===== src/verilog/pcr_map.svh =====
// constants for the port configuration and pin remap block
`ifndef PCR_MAP_SVH
`define PCR_MAP_SVH
`define PCR_NPIN        26
`define PCR_NFN         8
// write addresses
`define PCR_A_LATCH     4'h0
`define PCR_A_CFG1      4'h4
`define PCR_A_CFG2      4'h8
`define PCR_A_DIS       4'hc
`define PCR_A_REMAP     4'hd
// write masks
`define PCR_PORT3_MASK  8'h03
`define PCR_DIS_MASK    8'h3e
`define PCR_REMAP_MASK  8'h07
// reset values
`define PCR_RST_LATCH   32'hffffffff
`define PCR_RST_CFG1    32'hffffffff
`define PCR_RST_CFG2    32'h00000000
`define PCR_RST_DIS     8'h00
`define PCR_RST_REMAP   8'h00
// remap control bits
`define PCR_RM_UART     0
`define PCR_RM_I2C      1
`define PCR_RM_SPI      2
// special pins, flat index = port*8+bit
`define PCR_P12         5'd10
`define PCR_P13         5'd11
`define PCR_P15         5'd13
// function index order: clk mosi miso ss sda scl txd rxd
`define PCR_FN_PRI      {5'd9, 5'd8, 5'd10, 5'd11, 5'd20, 5'd19, 5'd18, 5'd21}
`define PCR_FN_ALT      {5'd17, 5'd16, 5'd22, 5'd23, 5'd12, 5'd14, 5'd15, 5'd0}
// usable pin count and clock source codes
`define PCR_IO_MAX      5'd26
`define PCR_CLK_RC      2'h0
`define PCR_CLK_EXT     2'h1
`endif


===== src/verilog/pcr_pkg.sv =====
// types for the port configuration and pin remap block
package pcr_pkg;
  // pin mode code {cfg1,cfg2}
  typedef enum logic [1:0] {
    PCR_QUASI = 2'h0,
    PCR_PUSH  = 2'h1,
    PCR_INPUT = 2'h2,
    PCR_OPEN  = 2'h3
  } pcr_mode_t;

  typedef struct packed {
    logic [25:0] out;
    logic [25:0] oe;
    logic [25:0] weak_pu;
  } pcr_drive_t;

  typedef struct packed {
    logic [31:0] latch;
    logic [31:0] cfg1;
    logic [31:0] cfg2;
    logic [7:0]  dis;
    logic [7:0]  remap;
    pcr_drive_t  drv;
    logic [25:0] rd;
    logic [7:0]  fn_in;
    logic        ext_rst_n;
    logic [4:0]  io_count;
  } pcr_state_t;
endpackage


===== src/verilog/pcr_port_remap.sv =====
// gpio port configuration, digital input disable and serial pin remap
`timescale 1ns/1ns
`include "pcr_map.svh"

// Behaviour
// - ports 0..2 eight bits, port 3 two
// - each pin picks one of four modes
// - two config registers per port choose mode
// - P1.5 always input only
// - P1.2, P1.3 input-only or open-drain only
// - quasi: weak high, strong low
// - open-drain: pull-down only on latch zero
// - input-only: all drivers off
// - push-pull: strong high on latch one
// - port0 bits 1-5 input disable, reset clears
// - reset puts every pin input-only
// - per-peripheral remap via remap control
// - reset selects primary pin sets
// - fixed primary and alternative pin table
// - usable pin count from clock/reset options
// - reset enable makes P1.5 reset input
module pcr_port_remap (
  input  wire logic              clk,
  input  wire logic              rstn,
  input  wire logic              cfg_wr,
  input  wire logic [3:0]        cfg_addr,
  input  wire logic [7:0]        cfg_wdata,
  input  wire logic              reset_pin_enable,
  input  wire logic [1:0]        clk_src,
  input  wire logic [25:0]       pin_in,
  input  wire logic [7:0]        fn_out,
  output pcr_pkg::pcr_drive_t    pin_drv,
  output logic      [25:0]       pin_rd,
  output logic      [7:0]        fn_in,
  output logic                   ext_rst_n,
  output logic      [4:0]        io_count,
  output logic      [7:0]        port0_digital_input_disable,
  output logic      [7:0]        pin_remap_control
);

  // ************************************************************
  // decode helpers
  // ************************************************************
  function automatic pcr_pkg::pcr_mode_t eff_mode(input logic [4:0] p, input logic c1, input logic c2);
    pcr_pkg::pcr_mode_t m;
    m = pcr_pkg::pcr_mode_t'({c1, c2});
    if (p == `PCR_P15) begin
      m = pcr_pkg::PCR_INPUT;
    end else if ((p == `PCR_P12) || (p == `PCR_P13)) begin
      if (m != pcr_pkg::PCR_OPEN) begin
        m = pcr_pkg::PCR_INPUT;
      end
    end
    return m;
  endfunction

  function automatic logic [4:0] fn_pin(input logic [2:0] f, input logic [7:0] rm);
    logic [39:0] pri;
    logic [39:0] alt;
    logic        use_alt;
    pri = `PCR_FN_PRI;
    alt = `PCR_FN_ALT;
    // spi 0..3, i2c 4..5, uart 6..7
    if (f < 3'd4) begin
      use_alt = rm[`PCR_RM_SPI];
    end else if (f < 3'd6) begin
      use_alt = rm[`PCR_RM_I2C];
    end else begin
      use_alt = rm[`PCR_RM_UART];
    end
    return use_alt ? alt[5*f +: 5] : pri[5*f +: 5];
  endfunction

  function automatic logic [7:0] port_byte(input logic [1:0] port, input logic [7:0] data);
    logic [7:0] mask;
    mask = (port == 2'h3) ? `PCR_PORT3_MASK : 8'hff;
    return data & mask;
  endfunction

  // ************************************************************
  // state
  // ************************************************************
  pcr_pkg::pcr_state_t r_reg;
  pcr_pkg::pcr_state_t r_next;

  always_comb begin
    logic                d;
    logic [4:0]          p;
    logic [4:0]          cnt;
    pcr_pkg::pcr_mode_t  m;
    d      = 1'b0;
    p      = 5'd0;
    cnt    = `PCR_IO_MAX;
    m      = pcr_pkg::PCR_INPUT;
    r_next = r_reg;

    // ************************************************************
    // software writes, port 3 keeps two bits
    // ************************************************************
    if (cfg_wr) begin
      case (cfg_addr[3:2])
        2'h0: begin
          r_next.latch[8*cfg_addr[1:0] +: 8] = port_byte(cfg_addr[1:0], cfg_wdata);
        end
        2'h1: begin
          r_next.cfg1[8*cfg_addr[1:0] +: 8] = port_byte(cfg_addr[1:0], cfg_wdata);
        end
        2'h2: begin
          r_next.cfg2[8*cfg_addr[1:0] +: 8] = port_byte(cfg_addr[1:0], cfg_wdata);
        end
        default: begin
          if (cfg_addr == `PCR_A_DIS) begin
            r_next.dis = cfg_wdata & `PCR_DIS_MASK;
          end else if (cfg_addr == `PCR_A_REMAP) begin
            r_next.remap = cfg_wdata & `PCR_REMAP_MASK;
          end
        end
      endcase
    end

    // ************************************************************
    // pin drivers from current settings
    // ************************************************************
    for (int i = 0; i < `PCR_NPIN; i++) begin
      p = 5'(i);
      d = r_reg.latch[i];
      // a mapped peripheral can only pull its pin low
      for (int f = 0; f < `PCR_NFN; f++) begin
        if (fn_pin(3'(f), r_reg.remap) == p) begin
          d = d & fn_out[f];
        end
      end
      m = eff_mode(p, r_reg.cfg1[i], r_reg.cfg2[i]);
      // strong drive through oe, weak pull-up apart
      case (m)
        pcr_pkg::PCR_QUASI: begin
          r_next.drv.out[i]     = 1'b0;
          r_next.drv.oe[i]      = ~d;
          r_next.drv.weak_pu[i] = d;
        end
        pcr_pkg::PCR_PUSH: begin
          r_next.drv.out[i]     = d;
          r_next.drv.oe[i]      = 1'b1;
          r_next.drv.weak_pu[i] = 1'b0;
        end
        pcr_pkg::PCR_OPEN: begin
          r_next.drv.out[i]     = 1'b0;
          r_next.drv.oe[i]      = ~d;
          r_next.drv.weak_pu[i] = 1'b0;
        end
        default: begin
          r_next.drv.out[i]     = 1'b0;
          r_next.drv.oe[i]      = 1'b0;
          r_next.drv.weak_pu[i] = 1'b0;
        end
      endcase
    end

    // ************************************************************
    // pin reads, disabled analog inputs read zero
    // ************************************************************
    r_next.rd = pin_in & ~{18'h0, r_reg.dis};

    // ************************************************************
    // peripheral inputs follow the remap
    // ************************************************************
    for (int f = 0; f < `PCR_NFN; f++) begin
      r_next.fn_in[f] = pin_in[fn_pin(3'(f), r_reg.remap)];
    end

    // ************************************************************
    // reset pin
    // ************************************************************
    r_next.ext_rst_n = reset_pin_enable ? pin_in[`PCR_P15] : 1'b1;

    // ************************************************************
    // clock pins and reset pin take away usable io
    // ************************************************************
    if (clk_src == `PCR_CLK_EXT) begin
      cnt = cnt - 5'd1;
    end else if (clk_src != `PCR_CLK_RC) begin
      cnt = cnt - 5'd2;
    end
    if (reset_pin_enable) begin
      cnt = cnt - 5'd1;
    end
    r_next.io_count = cnt;
  end

  always_ff @(posedge clk or negedge rstn) begin
    if (!rstn) begin
      // every pin input-only, primary pin map
      r_reg.latch     <= `PCR_RST_LATCH;
      r_reg.cfg1      <= `PCR_RST_CFG1;
      r_reg.cfg2      <= `PCR_RST_CFG2;
      r_reg.dis       <= `PCR_RST_DIS;
      r_reg.remap     <= `PCR_RST_REMAP;
      r_reg.drv       <= '0;
      r_reg.rd        <= '0;
      r_reg.fn_in     <= '0;
      r_reg.ext_rst_n <= 1'b1;
      r_reg.io_count  <= `PCR_IO_MAX;
    end else begin
      r_reg <= r_next;
    end
  end

  // ************************************************************
  // outputs
  // ************************************************************
  assign pin_drv                     = r_reg.drv;
  assign pin_rd                      = r_reg.rd;
  assign fn_in                       = r_reg.fn_in;
  assign ext_rst_n                   = r_reg.ext_rst_n;
  assign io_count                    = r_reg.io_count;
  assign port0_digital_input_disable = r_reg.dis;
  assign pin_remap_control           = r_reg.remap;

endmodule


===== config.mk =====
export PLATFORM = sky130hd
export DESIGN_NAME = pcr_port_remap
export DESIGN_NICKNAME = d
export VERILOG_FILES = /design/src/verilog/pcr_pkg.sv /design/src/verilog/pcr_port_remap.sv
export VERILOG_INCLUDE_DIRS = /design/src /design/src/verilog
export SDC_FILE = /design/constraint.sdc
export NUM_CORES = 1
export LEC_CHECK = 0
export ABC_AREA = 1
export BUFFER_PORTS_ARGS = -buffer_cell sky130_fd_sc_hd__buf_2
export CORE_MARGIN = 4
export CORE_UTILIZATION = 56
export CTS_CLUSTER_SIZE = 12
export DETAILED_ROUTE_END_ITERATION = 7
export PLACE_DENSITY = 0.88
export SLEW_MARGIN = 10
export SYNTH_ARGS = -nofsm -noshare
export SYNTH_HDL_FRONTEND = slang
export SYNTH_SLANG_ARGS = --single-unit

===== constraint.sdc =====
create_clock -name clk -period 1.6 [get_ports clk]
set_clock_uncertainty 0.1 [all_clocks]
set_input_delay 0.32 -clock clk [delete_from_list [all_inputs] [get_ports clk]]
set_output_delay 0.32 -clock clk [all_outputs]
set_load 0.03 [all_outputs]

# Yosys cells after proc, flatten, opt, wreduce, memory -nomap -nowiden

Index checks and enable logic that the tools add are counted.

Add/sub/neg operators: 2
Multipliers: 0
Div/mod/pow operators: 0
$lt $le $gt $ge: 8
Equality and inequality tests: 250
Shift operators: 2
Multiplexer cells: 309
Bitwise logic cells: 230
Reductions and logical operators: 66

Operators by type and width:

| cell                                                                         | count |
|---|---|
| 5-bit == test, second input constant                                         | 80 |
| 5-bit by 4-bit == test with 1-bit output, second input constant              | 56 |
| 1-bit two-way mux                                                            | 259 |
| 1-bit bitwise AND                                                            | 200 |
| 5-bit by 3-bit == test with 1-bit output, second input constant              | 32 |
| 32-bit bitwise mux                                                           | 3 |
| 5-bit by 2-bit == test with 1-bit output, second input constant              | 16 |
| 2-bit by 1-bit == test with 1-bit output, second input constant              | 27 |
| 2-bit == test, second input constant                                         | 27 |
| 2-bit zero test                                                              | 26 |
| 1-bit one-hot mux with 2 select lines                                        | 25 |
| 2-bit OR reduction                                                           | 25 |
| 5-bit by 6-bit less-than comparator with 1-bit output, second input constant | 8 |
| 5-bit two-way mux                                                            | 9 |
| 1-bit binary-select mux with 5-bit select                                    | 8 |
| 5-bit by 1-bit == test with 1-bit output, second input constant              | 8 |
| 5-bit zero test                                                              | 8 |
| 5-bit negation with 34-bit output                                            | 1 |
| 8-bit by 34-bit variable shift with 32-bit output, first input constant      | 1 |
| 8-bit by 34-bit variable part select with 32-bit output                      | 1 |
| 1-bit inverter                                                               | 27 |
| 26-bit bitwise AND                                                           | 1 |
| 6-bit inverter with 26-bit output                                            | 1 |
| 8-bit bitwise AND                                                            | 1 |
| 10 further kinds                                                             | 17 |

Register bits after elaboration: 219
Bits in latches: 0
Bits in writable memories: 0
Bits in read-only memories: 0
Input port bits: 52
Output and inout bits: 134
Logic and storage cells: 879
Memories: 0

# Logic depth before layout (Yosys ltp)

Gate-level depths: netlist of the first run.

Depth after elaboration: 19
Gate-level depth with buffers: 9

# Least setup slack after synthesis of the first run

OpenSTA, ideal clock, no wires.

Path kind: input -> register
Start: input cfg_addr[0]
End: register r_reg[152] (netlist bit)
Library setup time: 0.065 ns
Arrival: 1.510 ns
Path slack: -0.075 ns
Cell stages on the path: 9
Buffers on the path: 1
Cell sequence: buf_2 -> inv_1 -> ha_1 -> inv_1 -> nor2_1 -> nand2_1 -> nor2_1 -> nand2_1 -> nand2_1

Cells in the longest elaborated chain, start to end: 5
Elaborated cells on any way between the ends: 7
Those cells by class: add/sub (1); eq/ne (1); shift (2); mux (2); bitwise (1)

RTL lines:

| element                                                                   | line                  | text |
|---|---|---|
| start: declaration                                                        | pcr_port_remap.sv:26  | `input wire logic [3:0] cfg_addr,` |
| branches (longest 4 deep; another with 5-bit negation with 34-bit output) | -                     |  |
| 32-bit bitwise mux (*)                                                    | pcr_port_remap.sv:109 | `r_next.cfg2[8*cfg_addr[1:0] +: 8] = port_byte(cfg_addr[1:0], cfg_wdata);` |
| end signal: assignment                                                    | pcr_port_remap.sv:204 | `r_reg <= r_next;` |
| end: declaration                                                          | pcr_port_remap.sv:83  | `pcr_pkg::pcr_state_t r_reg;` |

Mark *: on every way between the ends.
A chain may end at the register's enable or synchronous reset.

# Worst setup path in the final report of the first run

Start: register, netlist name ext_rst_n
End: output ext_rst_n

RTL lines:

| element          | line                 | text |
|---|---|---|
| end: declaration | pcr_port_remap.sv:35 | `output logic ext_rst_n,` |

No word-level cell between the ends.

==> results.md, run 1 <==
* Status: completed
* Largest delay share family, worst path: flip-flops
* Initial Util at 57.1%
* Post-synthesis async set-or-reset flop share at 100%
* TritonCTS buffer count at 17
* Routed len/inst at 14.5 µm
* GRT Residual Overflow at 0
* Max clock buf depth at 2
* Area grow syn2layout at 15.2%
* Least-Margin Pin Slew at 0.570 ns
* Max_cap viols at 0
* Crit-path cells: buf_2
* Chip Height at 138 µm
* Setup Crit Path Kind: reg2out
* Slowest stage delay, CP at 0.52 ns
* Clock Latency Late Sink at approximately 0.44 ns
* Static Leakage at roughly 5.8 nW
* Mean Syn Cell Area at 9.30 µm²
* CP required at 1.18 ns
* Clock share of power at 36.1%
* Top cell type's share of synthesized area at between 30% and 40%
* Main flop type after synthesis: dfrtp_1
* Cell Int Power at 8.57 mW
* Diode count at 0
* RSZ-0062 raised after global routing: no
* Detailed placement HPWL at around 15,000 µm
* Synth area leaders: dfrtp_1 (38%), dfstp_2 (15%), buf_4 (11%)
* Crit path capture type: primary output
* Antenna Nets Post-Route at 0
* Final Cycle Share at between 90% and 100%
* Worst path bufs/invs at 1
* Sequential area share after synthesis at a little over half
* Gpl congestion at ~0.92
* Synth cell count leaders: nand2_1 (254), inv_1 (146), dfrtp_1 (144)
* Final setup viols at 0
* Post-synth top area cell: dfrtp_1
* CTS tree: yes
* Max-slew headroom at 61.9%
* DRT iter0 DRCs at 437
* Crit Path Max Fanout at 1
* Most frequent cell after synthesis: nand2_1
* Sequential share of power at between 40% and 50%
* Pins over their slew limit at 0
* Row cnt at 47
* Drt via density at 4.70
* Switching share of power at 29.0%
* Root buf cell: clkbuf_16
* Fmax at ~640 MHz
* Drt total wl at 19,900 µm
* Pin count of the biggest net entering global routing at 51
* DIE AREA at 19,000 µm²
* Syn Std Cell Area at 9430 µm²
* Clock-pin slew on the worst setup and hold paths at approximately 0.07 ns
* Port bufs at 173
* HP Class: in2reg
* Via count at 6,478
* Worst vdd ir at about 0.0007 V
* All-Layer GR Usage at a little over a fifth
* Ports at roughly 190
* Hold WS at 0.0310 ns
* Die X at roughly 140 µm
* Yosys reg bits at 197
* Pre-antenna DRT Iters at 5
* Max stage delay cell, worst path: dfstp_2
* CTS HTree Levels at 4
* Distinct cells, synth at 23
* First-pass GRT wire length at 31,700 µm
* Syn. warnings at 0
* Final hold viol count at 0
* Initial antenna violation count at 2
* Sw power at 3.50 mW
* Crit path arrival time at 1.15 ns
* Vias in the first global route at about 6,600
* Core Box Area at 16,500 µm²
* Clock Sink Count at 197
* Layout Nets at 1,273
* Crit path launch type: flip-flop
* # DRC at 0
* Share of cells above drive strength 1 at between 20% and 30%
* Post-synth EDFFs at 0
* Total power at 12.1 mW
* Comb pwr share at between 10% and 20%
* FILL cells at 1,290
* Post-route minimum period at 1.57 ns
* Pwr dens at ~1100 nW/µm²
* Post-synthesis cell count at 1,014
## cell usage in the layout (no fill, tap or decap), drive strengths merged
cell type and count:
nor2 95, clkinv 6, ha 76, nand4 6
buf 211, mux2 6, conb 16, a21oi 16
nor3 2, bufinv 3, dlygate4sd3 28, or2 1
inv 152, clkinvlp 2, dfrtp 144, clkbuf 19
xor2 1, nand2 256, o21ai 37, nand3 28
dfstp 53
## per-layer routing
| metal | global-route usage [%] | share of wire (%) |
|---|---|---|
| met5 | 0 | 0.11 |
| met4 | 7.08 | 2.1 |
| met3 | 5.95 | 7.6 |
| met2 | 37.2 | 49 |
| met1 | 26.2 | 41 |
## worst paths after layout
kind                                                             from                     end  slack [ns]  cells after the start
max                                               ext_rst_n$_DFF_PN1_               ext_rst_n        0.03                      1
min                                                         pin_in[2]     pin_rd[2]$_DFF_PN0_        0.03                      3
max reg2reg                          pin_remap_control[0]$_DFFE_PN0P_   pin_drv[35]$_DFF_PN0_        0.18                      4
min reg2reg                port0_digital_input_disable[1]$_DFFE_PN0P_     pin_rd[1]$_DFF_PN0_        0.35                      1
max in group asynchronous                                        rstn  r_reg[213]$_DFFE_PN1P_        0.58                      3
min in group asynchronous                                        rstn   pin_drv[77]$_DFF_PN0_        0.22                      2
## power by group through the flow
stage / Combinational (mW) / Sequential [mW] / Clock (mW)
finish: 2.07 / 5.64 / 4.36
global route: 2.30 / 5.68 / 4.63
CTS: 2.04 / 5.66 / 4.42
detailed placement: 1.97 / 5.73 / 0
global placement: 1.91 / 5.73 / 0
floorplan: 1.68 / 5.65 / 0
## tightest hold or removal path, cell delays in order
cell	delay, ns
buf_2	0.09
inv_1	0.04
nor2_1	0.06
## layout make-up
type	count	area, µm²	area share (%)
clock inverter	14	176	1.62
tap	220	275	2.54
timing repair buffer	240	1490	13.7
clock buffer	18	429	3.95
multi-input combinational	540	2930	27.0
inverter	149	559	5.15
sequential	197	5000	46.0
## per-stage QoR
| stage | util [%] | instance area [µm²] | instances | setup slack (ns) | TNS [ns] |
|---|---|---|---|---|---|
| 4_1_cts | 65.6 | 10800 | 1375 | -0.00761 | -0.00761 |
| 3_5_place_dp | 60.1 | 9940 | 1315 | -0.279 | -4.31 |
| 5_1_grt | 65.7 | 10900 | 1378 | 0.00854 | 0 |
| 2_1_floorplan | - | 9520 | 1028 | 0.000686 | 0 |
| 3_3_place_gp | 60.1 | 9940 | 1315 | -0.203 | -2.69 |
| 6_report | 65.7 | 10900 | 1378 | 0.0343 | 0 |
## what timing repair did
item / in CTS / in global routing
endpoints found under the setup margin: 2 / 3
buffers inserted: 0 / 3
resized for setup: 4 / 1
endpoints found under the hold margin: 166 / 0
hold buffers: 28 / 0
## cells by family after synthesis
family / Yosys count / synth area share, %
fa+ha+maj: 76 / 10.1
mux: 6 / 0.717
compound gates: 53 / 2.81
xor+xnor: 1 / 0.0929
other cells: 2 / 0.0796
simple gates: 388 / 16.2
flops: 197 / 53.0
buf+inv: 291 / 17.0
Power figures use the tool's default switching activity.
==> run 2, diff against run 1 <==
--- a/config.mk
+++ b/config.mk
@@ -6,14 +6,13 @@
 export SDC_FILE = /design/constraint.sdc
 export NUM_CORES = 1
 export LEC_CHECK = 0
-export ABC_AREA = 1
+export ABC_CLOCK_PERIOD_IN_PS = 1600
 export BUFFER_PORTS_ARGS = -buffer_cell sky130_fd_sc_hd__buf_2
 export CORE_MARGIN = 4
-export CORE_UTILIZATION = 56
+export CORE_UTILIZATION = 55
 export CTS_CLUSTER_SIZE = 12
 export DETAILED_ROUTE_END_ITERATION = 7
-export PLACE_DENSITY = 0.88
-export SLEW_MARGIN = 10
+export PLACE_DENSITY = 0.87
 export SYNTH_ARGS = -nofsm -noshare
 export SYNTH_HDL_FRONTEND = slang
 export SYNTH_SLANG_ARGS = --single-unit
==> results.md, run 2 <==
* Clock Sink Count at 197 (unchanged)
* Drt total wl at 18,100 µm (was 19,900 µm)
* Cell Int Power at 8.93 mW (was 8.57 mW)
* Worst vdd ir at 0.000798 V (was 0.000708 V)
* Status: finished with violations (was completed)
* Final hold viol count at 0 (unchanged)
* Initial Util at 55.9% (was 57.1%)
* Sequential share of power at 45.8% (was 46.7%)
* Post-synth EDFFs at 0 (unchanged)
* Post-synthesis cell count at 815 (was 1,014)
* Gpl congestion at 0.817 (was 0.918)
* Syn Std Cell Area at 9200 µm² (was 9430 µm²)
* Pin count of the biggest net entering global routing at 49 (was 51)
* Reg-to-reg slack, setup at 0.28 ns (was 0.18 ns)
* Largest family of logic cells by synthesized area: buffers and inverters (unchanged)
* Distinct cells, synth at 35 (was 23)
* Post-synth top area cell: dfrtp_1 (unchanged)
* Vias in the first global route at 5,914 (was 6,571)
* Crit path launch type: input pin (was flip-flop)
* Row cnt at 47 (unchanged)
* TritonCTS buffer count at 17 (unchanged)
* Root buf cell: clkbuf_16 (unchanged)
* Area grow syn2layout at 14.9% (was 15.2%)
* First-pass GRT wire length at 28,800 µm (was 31,700 µm)
* Pwr dens at 1140 nW/µm² (was 1110 nW/µm²)
* Yosys reg bits at 197 (unchanged)
* HP Class: in2reg (unchanged)
* Mux contribution to synthesized area at 2.69% (was 0.717%)
* Setup Crit Path Kind: in2reg (was reg2out)
* Via count at 5,664 (was 6,478)
* Layout Nets at 1,056 (was 1,273)
* Main flop type after synthesis: dfrtp_1 (unchanged)
* Synth Area in Compound Gates at 6.31% (was 2.81%)
* Combined area of the multi-input logic cells at 2990 µm² (was 2930 µm²)
* Fmax at 624 MHz (was 639 MHz)
* Static Leakage at 4.97 nW (was 5.82 nW)
* Sw power at 3.17 mW (was 3.50 mW)
* Synth area leaders: dfrtp_1 (39%), dfstp_2 (15%), buf_4 (11%) (was dfrtp_1 (38%), dfstp_2 (15%), buf_4 (11%))
* Max_cap viols at 0 (unchanged)
* All-Layer GR Usage at 19.8% (was 21.6%)
* Comb pwr share at 15.0% (was 17.2%)
* Crit path capture type: flip-flop (was primary output)
* Failing checks: setup timing
* Crit path arrival time at 1.82 ns (was 1.15 ns)
* Clock share of power at 39.2% (was 36.1%)
* Cell area after layout at 10,600 µm² (was 10,900 µm²)
* Worst slack, placed at -0.233 ns (was -0.279 ns)
* Clock-pin slew on the worst setup and hold paths at 0.07 ns (about the same)
* Crit Path Max Fanout at 7 (was 1)
* Synth cell count leaders: dfrtp_1 (144), buf_4 (134), nand2_1 (77) (was nand2_1 (254), inv_1 (146), dfrtp_1 (144))
* GRT Residual Overflow at 0 (unchanged)
* Synth Area in XOR/XNOR at 0.0952% (was 0.0929%)
* Final Cycle Share at 100% (was 97.9%)
* Hold WS at 0.0437 ns (was 0.0310 ns)
* Clock Latency Late Sink at 0.43 ns (was 0.44 ns)
* DRT iter0 DRCs at 239 (was 437)
* Port bufs at 173 (unchanged)
* Die X at 137 µm (was 138 µm)
* Worst min-delay path startpoint: pin_in[1] (was pin_in[2])
* Top cell type's share of synthesized area at 39.2% (was 38.2%)
* Simple-gate share of the synthesized area at 12.4% (was 16.2%)
* Worst Setup SP: cfg_addr[0] (was ext_rst_n$_DFF_PN1_)
* Antenna Nets Post-Route at 0 (unchanged)
* Commonest non-fill, non-tap cell in the layout: buf_2 (was nand2_1)
* Share of cells above drive strength 1 at 35.1% (was 28.2%)
* Most frequent cells in the layout: buf_2 (172), dfrtp_1 (141), nand2_1 (77), ha_1 (76), o21ai_0 (66) (was nand2_1 (253), buf_2 (171), inv_1 (145), dfrtp_1 (141), nor2_1 (82))
* Core Box Area at 16,500 µm² (about the same)
* Final worst slack at -0.00177 ns (was 0.0343 ns)
* Final setup viols at 1 (was 0)
* Initial antenna violation count at 1 (was 2)
* Pre-antenna DRT Iters at 4 (was 5)
* Detailed placement HPWL at 12,800 µm (was 14,600 µm)
* Sequential area share after synthesis at 54.3% (was 53.0%)
* Pins over their slew limit at 0 (unchanged)
* FILL cells at 1,281 (was 1,290)
* CP required at 1.82 ns (was 1.18 ns)
* Routed len/inst at 15.6 µm (was 14.5 µm)
* Max clock buf depth at 2 (unchanged)
* CTS tree: yes (unchanged)
* Ports at 186 (unchanged)
* CTS HTree Levels at 4 (unchanged)
* Synth Area in Adders at 10.3% (was 10.1%)
* Switching share of power at 26.2% (was 29.0%)
* Placed Area at 9620 µm² (was 9940 µm²)
* # DRC at 0 (unchanged)
* Chip Height at 137 µm (was 138 µm)
* Most frequent cell after synthesis: dfrtp_1 (was nand2_1)
* RSZ-0062 raised after global routing: no (unchanged)
* Post-synthesis async set-or-reset flop share at 100% (unchanged)
* Post-route minimum period at 1.60 ns (was 1.57 ns)
* Mean Syn Cell Area at 11.3 µm² (was 9.30 µm²)
* FF+latch area at 5000 µm² (unchanged)
* DIE AREA at 18,900 µm² (was 19,000 µm²)
* Syn. warnings at 0 (unchanged)
* Launch point of the worst reg-to-reg path: r_reg[189]$_DFFE_PN1P_ (was pin_remap_control[0]$_DFFE_PN0P_)
* Drt via density at 4.87 (was 4.70)
[run 2: cell types whose count changed after synthesis, moves of 11 or more]
| cell | delta |
|---|---|
| o21ai_0 | +39 |
| inv_1 | -97 |
| and3_1 | +18 |
| nand3_1 | -16 |
| and2_1 | +30 |
| nor2_1 | -57 |
| nand2b_1 | +11 |
| o21ba_2 | +14 |
| mux2_2 | +16 |
| nand2_1 | -177 |
[run 2: layout make-up]
cell class	count	share of cell area (%)
Antenna cell	1	0.0237
Multi-Input combinational cell	431	28.3
Clock buffer	19	4.10
Tap cell	220	2.60
Clock inverter	13	2.17
Timing Repair Buffer	232	13.8
Inverter	49	1.74
Sequential cell	197	47.3
[run 2: power groups by stage]
stage | Sequential [mW] | Clock (mW) | Combinational [mW]
after floorplan | 5.58 | 0 | 1.47
after global placement | 5.65 | 0 | 1.66
after detailed placement | 5.66 | 0 | 1.70
after CTS | 5.54 | 4.82 | 1.83
after global routing | 5.58 | 5.03 | 1.98
final | 5.54 | 4.74 | 1.81
[run 2: final timing paths]
kind	endpoint	cells after the start
min in group asynchronous	pin_rd[7]$_DFF_PN0_	2
max in group asynchronous	r_reg[183]$_DFFE_PN1P_	3
hold reg to reg	pin_rd[2]$_DFF_PN0_	1
setup reg to reg	pin_drv[49]$_DFF_PN0_	4
setup / recovery	r_reg[171]$_DFFE_PN1P_	7
hold / removal	pin_rd[1]$_DFF_PN0_	2
[run 2: routing by layer]
layer | vias up | share of wire, % | GRT usage [%]
met5 | - | 0 | 0
met4 | 0 | 2.9 | 8.15
met3 | 32 | 5.6 | 5.26
met2 | 152 | 52 | 34.8
met1 | 2770 | 40 | 23.0
li1 | 2710 | - | -
[run 2: critical path: stages]
cell	delay, ns
buf_2	0.10
inv_1	0.07
ha_1	0.37
and4bb_1	0.32
buf_4	0.17
nand3b_1	0.17
o21ai_0	0.30
[run 2: cell families after synthesis]
kind of cell / count (synthesis)
and+or+nand+nor: 217
buffers and inverters: 201
DFF: 197
AOI/OAI and AO/OA: 99
adders and majority gates: 76
muxes: 22
other: 2
xor gates and xnor gates: 1
[run 2: stage by stage]
stage / power [mW] / setup TNS (ns) / utilization [%] / cells
6_report: 12.1 / -0.00177 / 64.2 / 1162
5_1_grt: 12.6 / 0 / 64.2 / 1162
4_1_cts: 12.2 / 0 / 64.2 / 1161
3_5_place_dp: 7.37 / -8.48 / 58.4 / 1100
3_3_place_gp: 7.30 / -4.98 / 58.4 / 1100
2_1_floorplan: 7.05 / 0 / - / 829
[run 2: timing repair]
item	in CTS	in global routing
setup endpoints to repair	3	0
endpoints found under the hold margin	103	0
gates resized for setup	3	0
hold buffers	27	0
setup buffers	2	0
==> run 3, diff against run 2 <==
--- a/config.mk
+++ b/config.mk
@@ -13,6 +13,7 @@
 export CTS_CLUSTER_SIZE = 12
 export DETAILED_ROUTE_END_ITERATION = 7
 export PLACE_DENSITY = 0.87
+export RECOVER_POWER = 100
 export SYNTH_ARGS = -nofsm -noshare
 export SYNTH_HDL_FRONTEND = slang
 export SYNTH_SLANG_ARGS = --single-unit
==> results.md, run 3 (synthesized netlist as in run 2, its figures left out) <==
* Status: completed (was finished with violations)
* Crit path arrival time at 1.13 ns (was 1.82 ns)
* CTS HTree Levels at 4 (unchanged)
* Fin cells at 1,162 (unchanged)
* Worst slack, placed at -0.233 ns (unchanged)
* Post-route minimum period at 1.55 ns (was 1.60 ns)
* Via count at 5,686 (was 5,664)
* Crit-path cells: buf_2 (was buf_2 -> inv_1 -> ha_1 -> and4bb_1 -> buf_4 -> nand3b_1 -> o21ai_0)
* Placed Cells at 1,100 (unchanged)
* Worst vdd ir at 0.000795 V (was 0.000798 V)
* Clock Sink Count at 197 (unchanged)
* Static Leakage at 4.71 nW (was 4.97 nW)
* Crit path launch type: flip-flop (was input pin)
* Core Box Area at 16,500 µm² (unchanged)
* Layout Nets at 1,056 (unchanged)
* Cell area after layout at 10,400 µm² (was 10,600 µm²)
* Clock share of power at 39.4% (was 39.2%)
* Sequential share of power at 46.1% (was 45.8%)
* Total power at 12.0 mW (was 12.1 mW)
* Max_cap viols at 0 (unchanged)
* Final hold viol count at 0 (unchanged)
* Gpl congestion at 0.817 (unchanged)
* Cell Int Power at 8.86 mW (was 8.93 mW)
* Vias in the first global route at 5,914 (unchanged)
* Initial antenna violation count at 1 (unchanged)
* Least-Margin Pin Slew at approximately 0.6 ns
* Pre-antenna DRT Iters at 4 (unchanged)
* Placed Area at 9620 µm² (unchanged)
* Largest delay share family, worst path: flip-flops (was simple AND/OR/NAND/NOR gates)
* DRT iter0 DRCs at 253 (was 239)
* TritonCTS buffer count at 17 (unchanged)
* Routed len/inst at 15.6 µm (about the same)
* Most frequent cells in the layout: dfrtp_1 (141), nand2_1 (77), ha_1 (76), clkbuf_2 (74), o21ai_0 (71) (was buf_2 (172), dfrtp_1 (141), nand2_1 (77), ha_1 (76), o21ai_0 (66))
* Final worst slack at 0.0498 ns (was -0.00177 ns)
* Reg-to-reg slack, setup at 0.16 ns (was 0.28 ns)
* Util after Layout at 63.3% (was 64.2%)
* Root buf cell: clkbuf_16 (unchanged)
* Max stage delay cell, worst path: dfrtp_2 (was ha_1)
* Clock-pin slew on the worst setup and hold paths at 0.07 ns (about the same)
* Max-slew headroom at 59.5%
* Crit Path Max Fanout at 8 (was 7)
* Slowest stage delay, CP at 0.47 ns (was 0.37 ns)
* Detailed placement HPWL at 12,800 µm (unchanged)
* Clock Latency Late Sink at 0.43 ns (about the same)
* Area grow syn2layout at 13.2% (was 14.9%)
* Commonest non-fill, non-tap cell in the layout: dfrtp_1 (was buf_2)
* Setup Crit Path Kind: reg2out (was in2reg)
* Crit path capture type: primary output (was flip-flop)
* CTS tree: yes (unchanged)
* Drt via density at 4.89 (was 4.87)
* Max clock buf depth at 2 (unchanged)
* Die X at 137 µm (unchanged)
* Final Cycle Share at 96.9% (was 100%)
* # DRC at 0 (unchanged)
* Pin count of the biggest net entering global routing at 49 (unchanged)
* Fmax at 645 MHz (was 624 MHz)
* RSZ-0062 raised after global routing: no (unchanged)
* All-Layer GR Usage at 19.8% (unchanged)
* Row cnt at 47 (unchanged)
* Share of cells above drive strength 1 at 26.4% (was 35.1%)
* Comb pwr share at 14.5% (was 15.0%)
* First-pass GRT wire length at 28,800 µm (unchanged)
* Switching share of power at 26.3% (was 26.2%)
* Ports at 186 (unchanged)
* Drt total wl at 18,100 µm (about the same)
* Port bufs at 173 (unchanged)
* Antenna Nets Post-Route at 0 (unchanged)
* Final setup viols at 0 (was 1)
* HP Class: in2reg (unchanged)
* Pins over their slew limit at 0 (unchanged)
* Pwr dens at 1150 nW/µm² (was 1140 nW/µm²)
* CP required at 1.18 ns (was 1.82 ns)
* Initial Util at 55.9% (unchanged)
* FILL cells at 1,329 (was 1,281)
* GRT Residual Overflow at 0 (unchanged)
* Worst path bufs/invs at 1 (was 3)
* Chip Height at 137 µm (unchanged)
* Sw power at 3.16 mW (was 3.17 mW)
* DIE AREA at 18,900 µm² (unchanged)
run 3: cell types whose count changed in the layout (fill, tap and decap cells not counted):
cell / before / now
clkbuf_4: 0 / 4
nor3b_2: 2 / 0
buf_4: 26 / 21
buf_2: 172 / 36
clkbuf_1: 2 / 69
o21ai_1: 5 / 0
and2_1: 30 / 13
o21ai_0: 66 / 71
buf_12: 6 / 2
nor3b_1: 2 / 4
dfstp_1: 0 / 13
dfstp_2: 53 / 40
and2_0: 0 / 17
clkbuf_2: 0 / 74
run 3: path summary, 6_finish.rpt:
kind,start,endpoint,cells after the start
worst max register to register,pin_remap_control[0]$_DFFE_PN0P_,pin_drv[34]$_DFF_PN0_,4
min in group asynchronous,rstn,pin_rd[7]$_DFF_PN0_,2
worst max-delay path,pin_remap_control[1]$_DFFE_PN0P_,pin_remap_control[1],1
worst min-delay path,pin_in[1],pin_rd[1]$_DFF_PN0_,2
max in group asynchronous,rstn,pin_drv[23]$_DFF_PN0_,3
worst min register to register,port0_digital_input_disable[2]$_DFFE_PN0P_,pin_rd[2]$_DFF_PN0_,1
run 3: per-layer routing:
layer | share of wire, % | routed length [µm] | vias up | GRT usage, %
met1 | 39 | 7060 | 2774 | 23.0
met2 | 52 | 9420 | 166 | 34.8
met3 | 6.2 | 1130 | 35 | 5.26
li1 | - | - | 2711 | -
met4 | 2.9 | 519 | 0 | 8.15
met5 | 0 | 0 | - | 0
run 3: stage by stage:
stage                     hold WS [ns]  setup TNS, ns
after floorplan                -0.0756              0
after global placement           0.139          -4.98
after global routing            0.0522              0
final                           0.0428              0
after detailed placement         0.140          -8.48
after CTS                       0.0134              0
run 3: power groups by stage:
stage	Sequential, mW	Clock (mW)	Combinational [mW]
3_5_place_dp	5.66	0	1.70
3_3_place_gp	5.65	0	1.66
6_report	5.54	4.74	1.75
5_1_grt	5.58	5.03	1.91
4_1_cts	5.54	4.82	1.83
2_1_floorplan	5.58	0	1.47
run 3: layout make-up:
class                      count  area, µm²  share of cell area, %
sequential                   197       5000                   48.0
multi-input combinational    431       2980                   28.6
timing repair buffer         232       1310                   12.6
clock buffer                  19        433                   4.16
tap                          220        275                   2.64
clock inverter                13        229                   2.20
inverter                      49        184                   1.77
antenna                        1       2.50                 0.0240
run 3: timing repair:
item | CTS | global route
gates resized for setup | 3 | 0
setup buffers | 2 | 0
hold buffers | 27 | 0
hold endpoints to repair | 103 | 0
setup endpoints to repair | 3 | 0
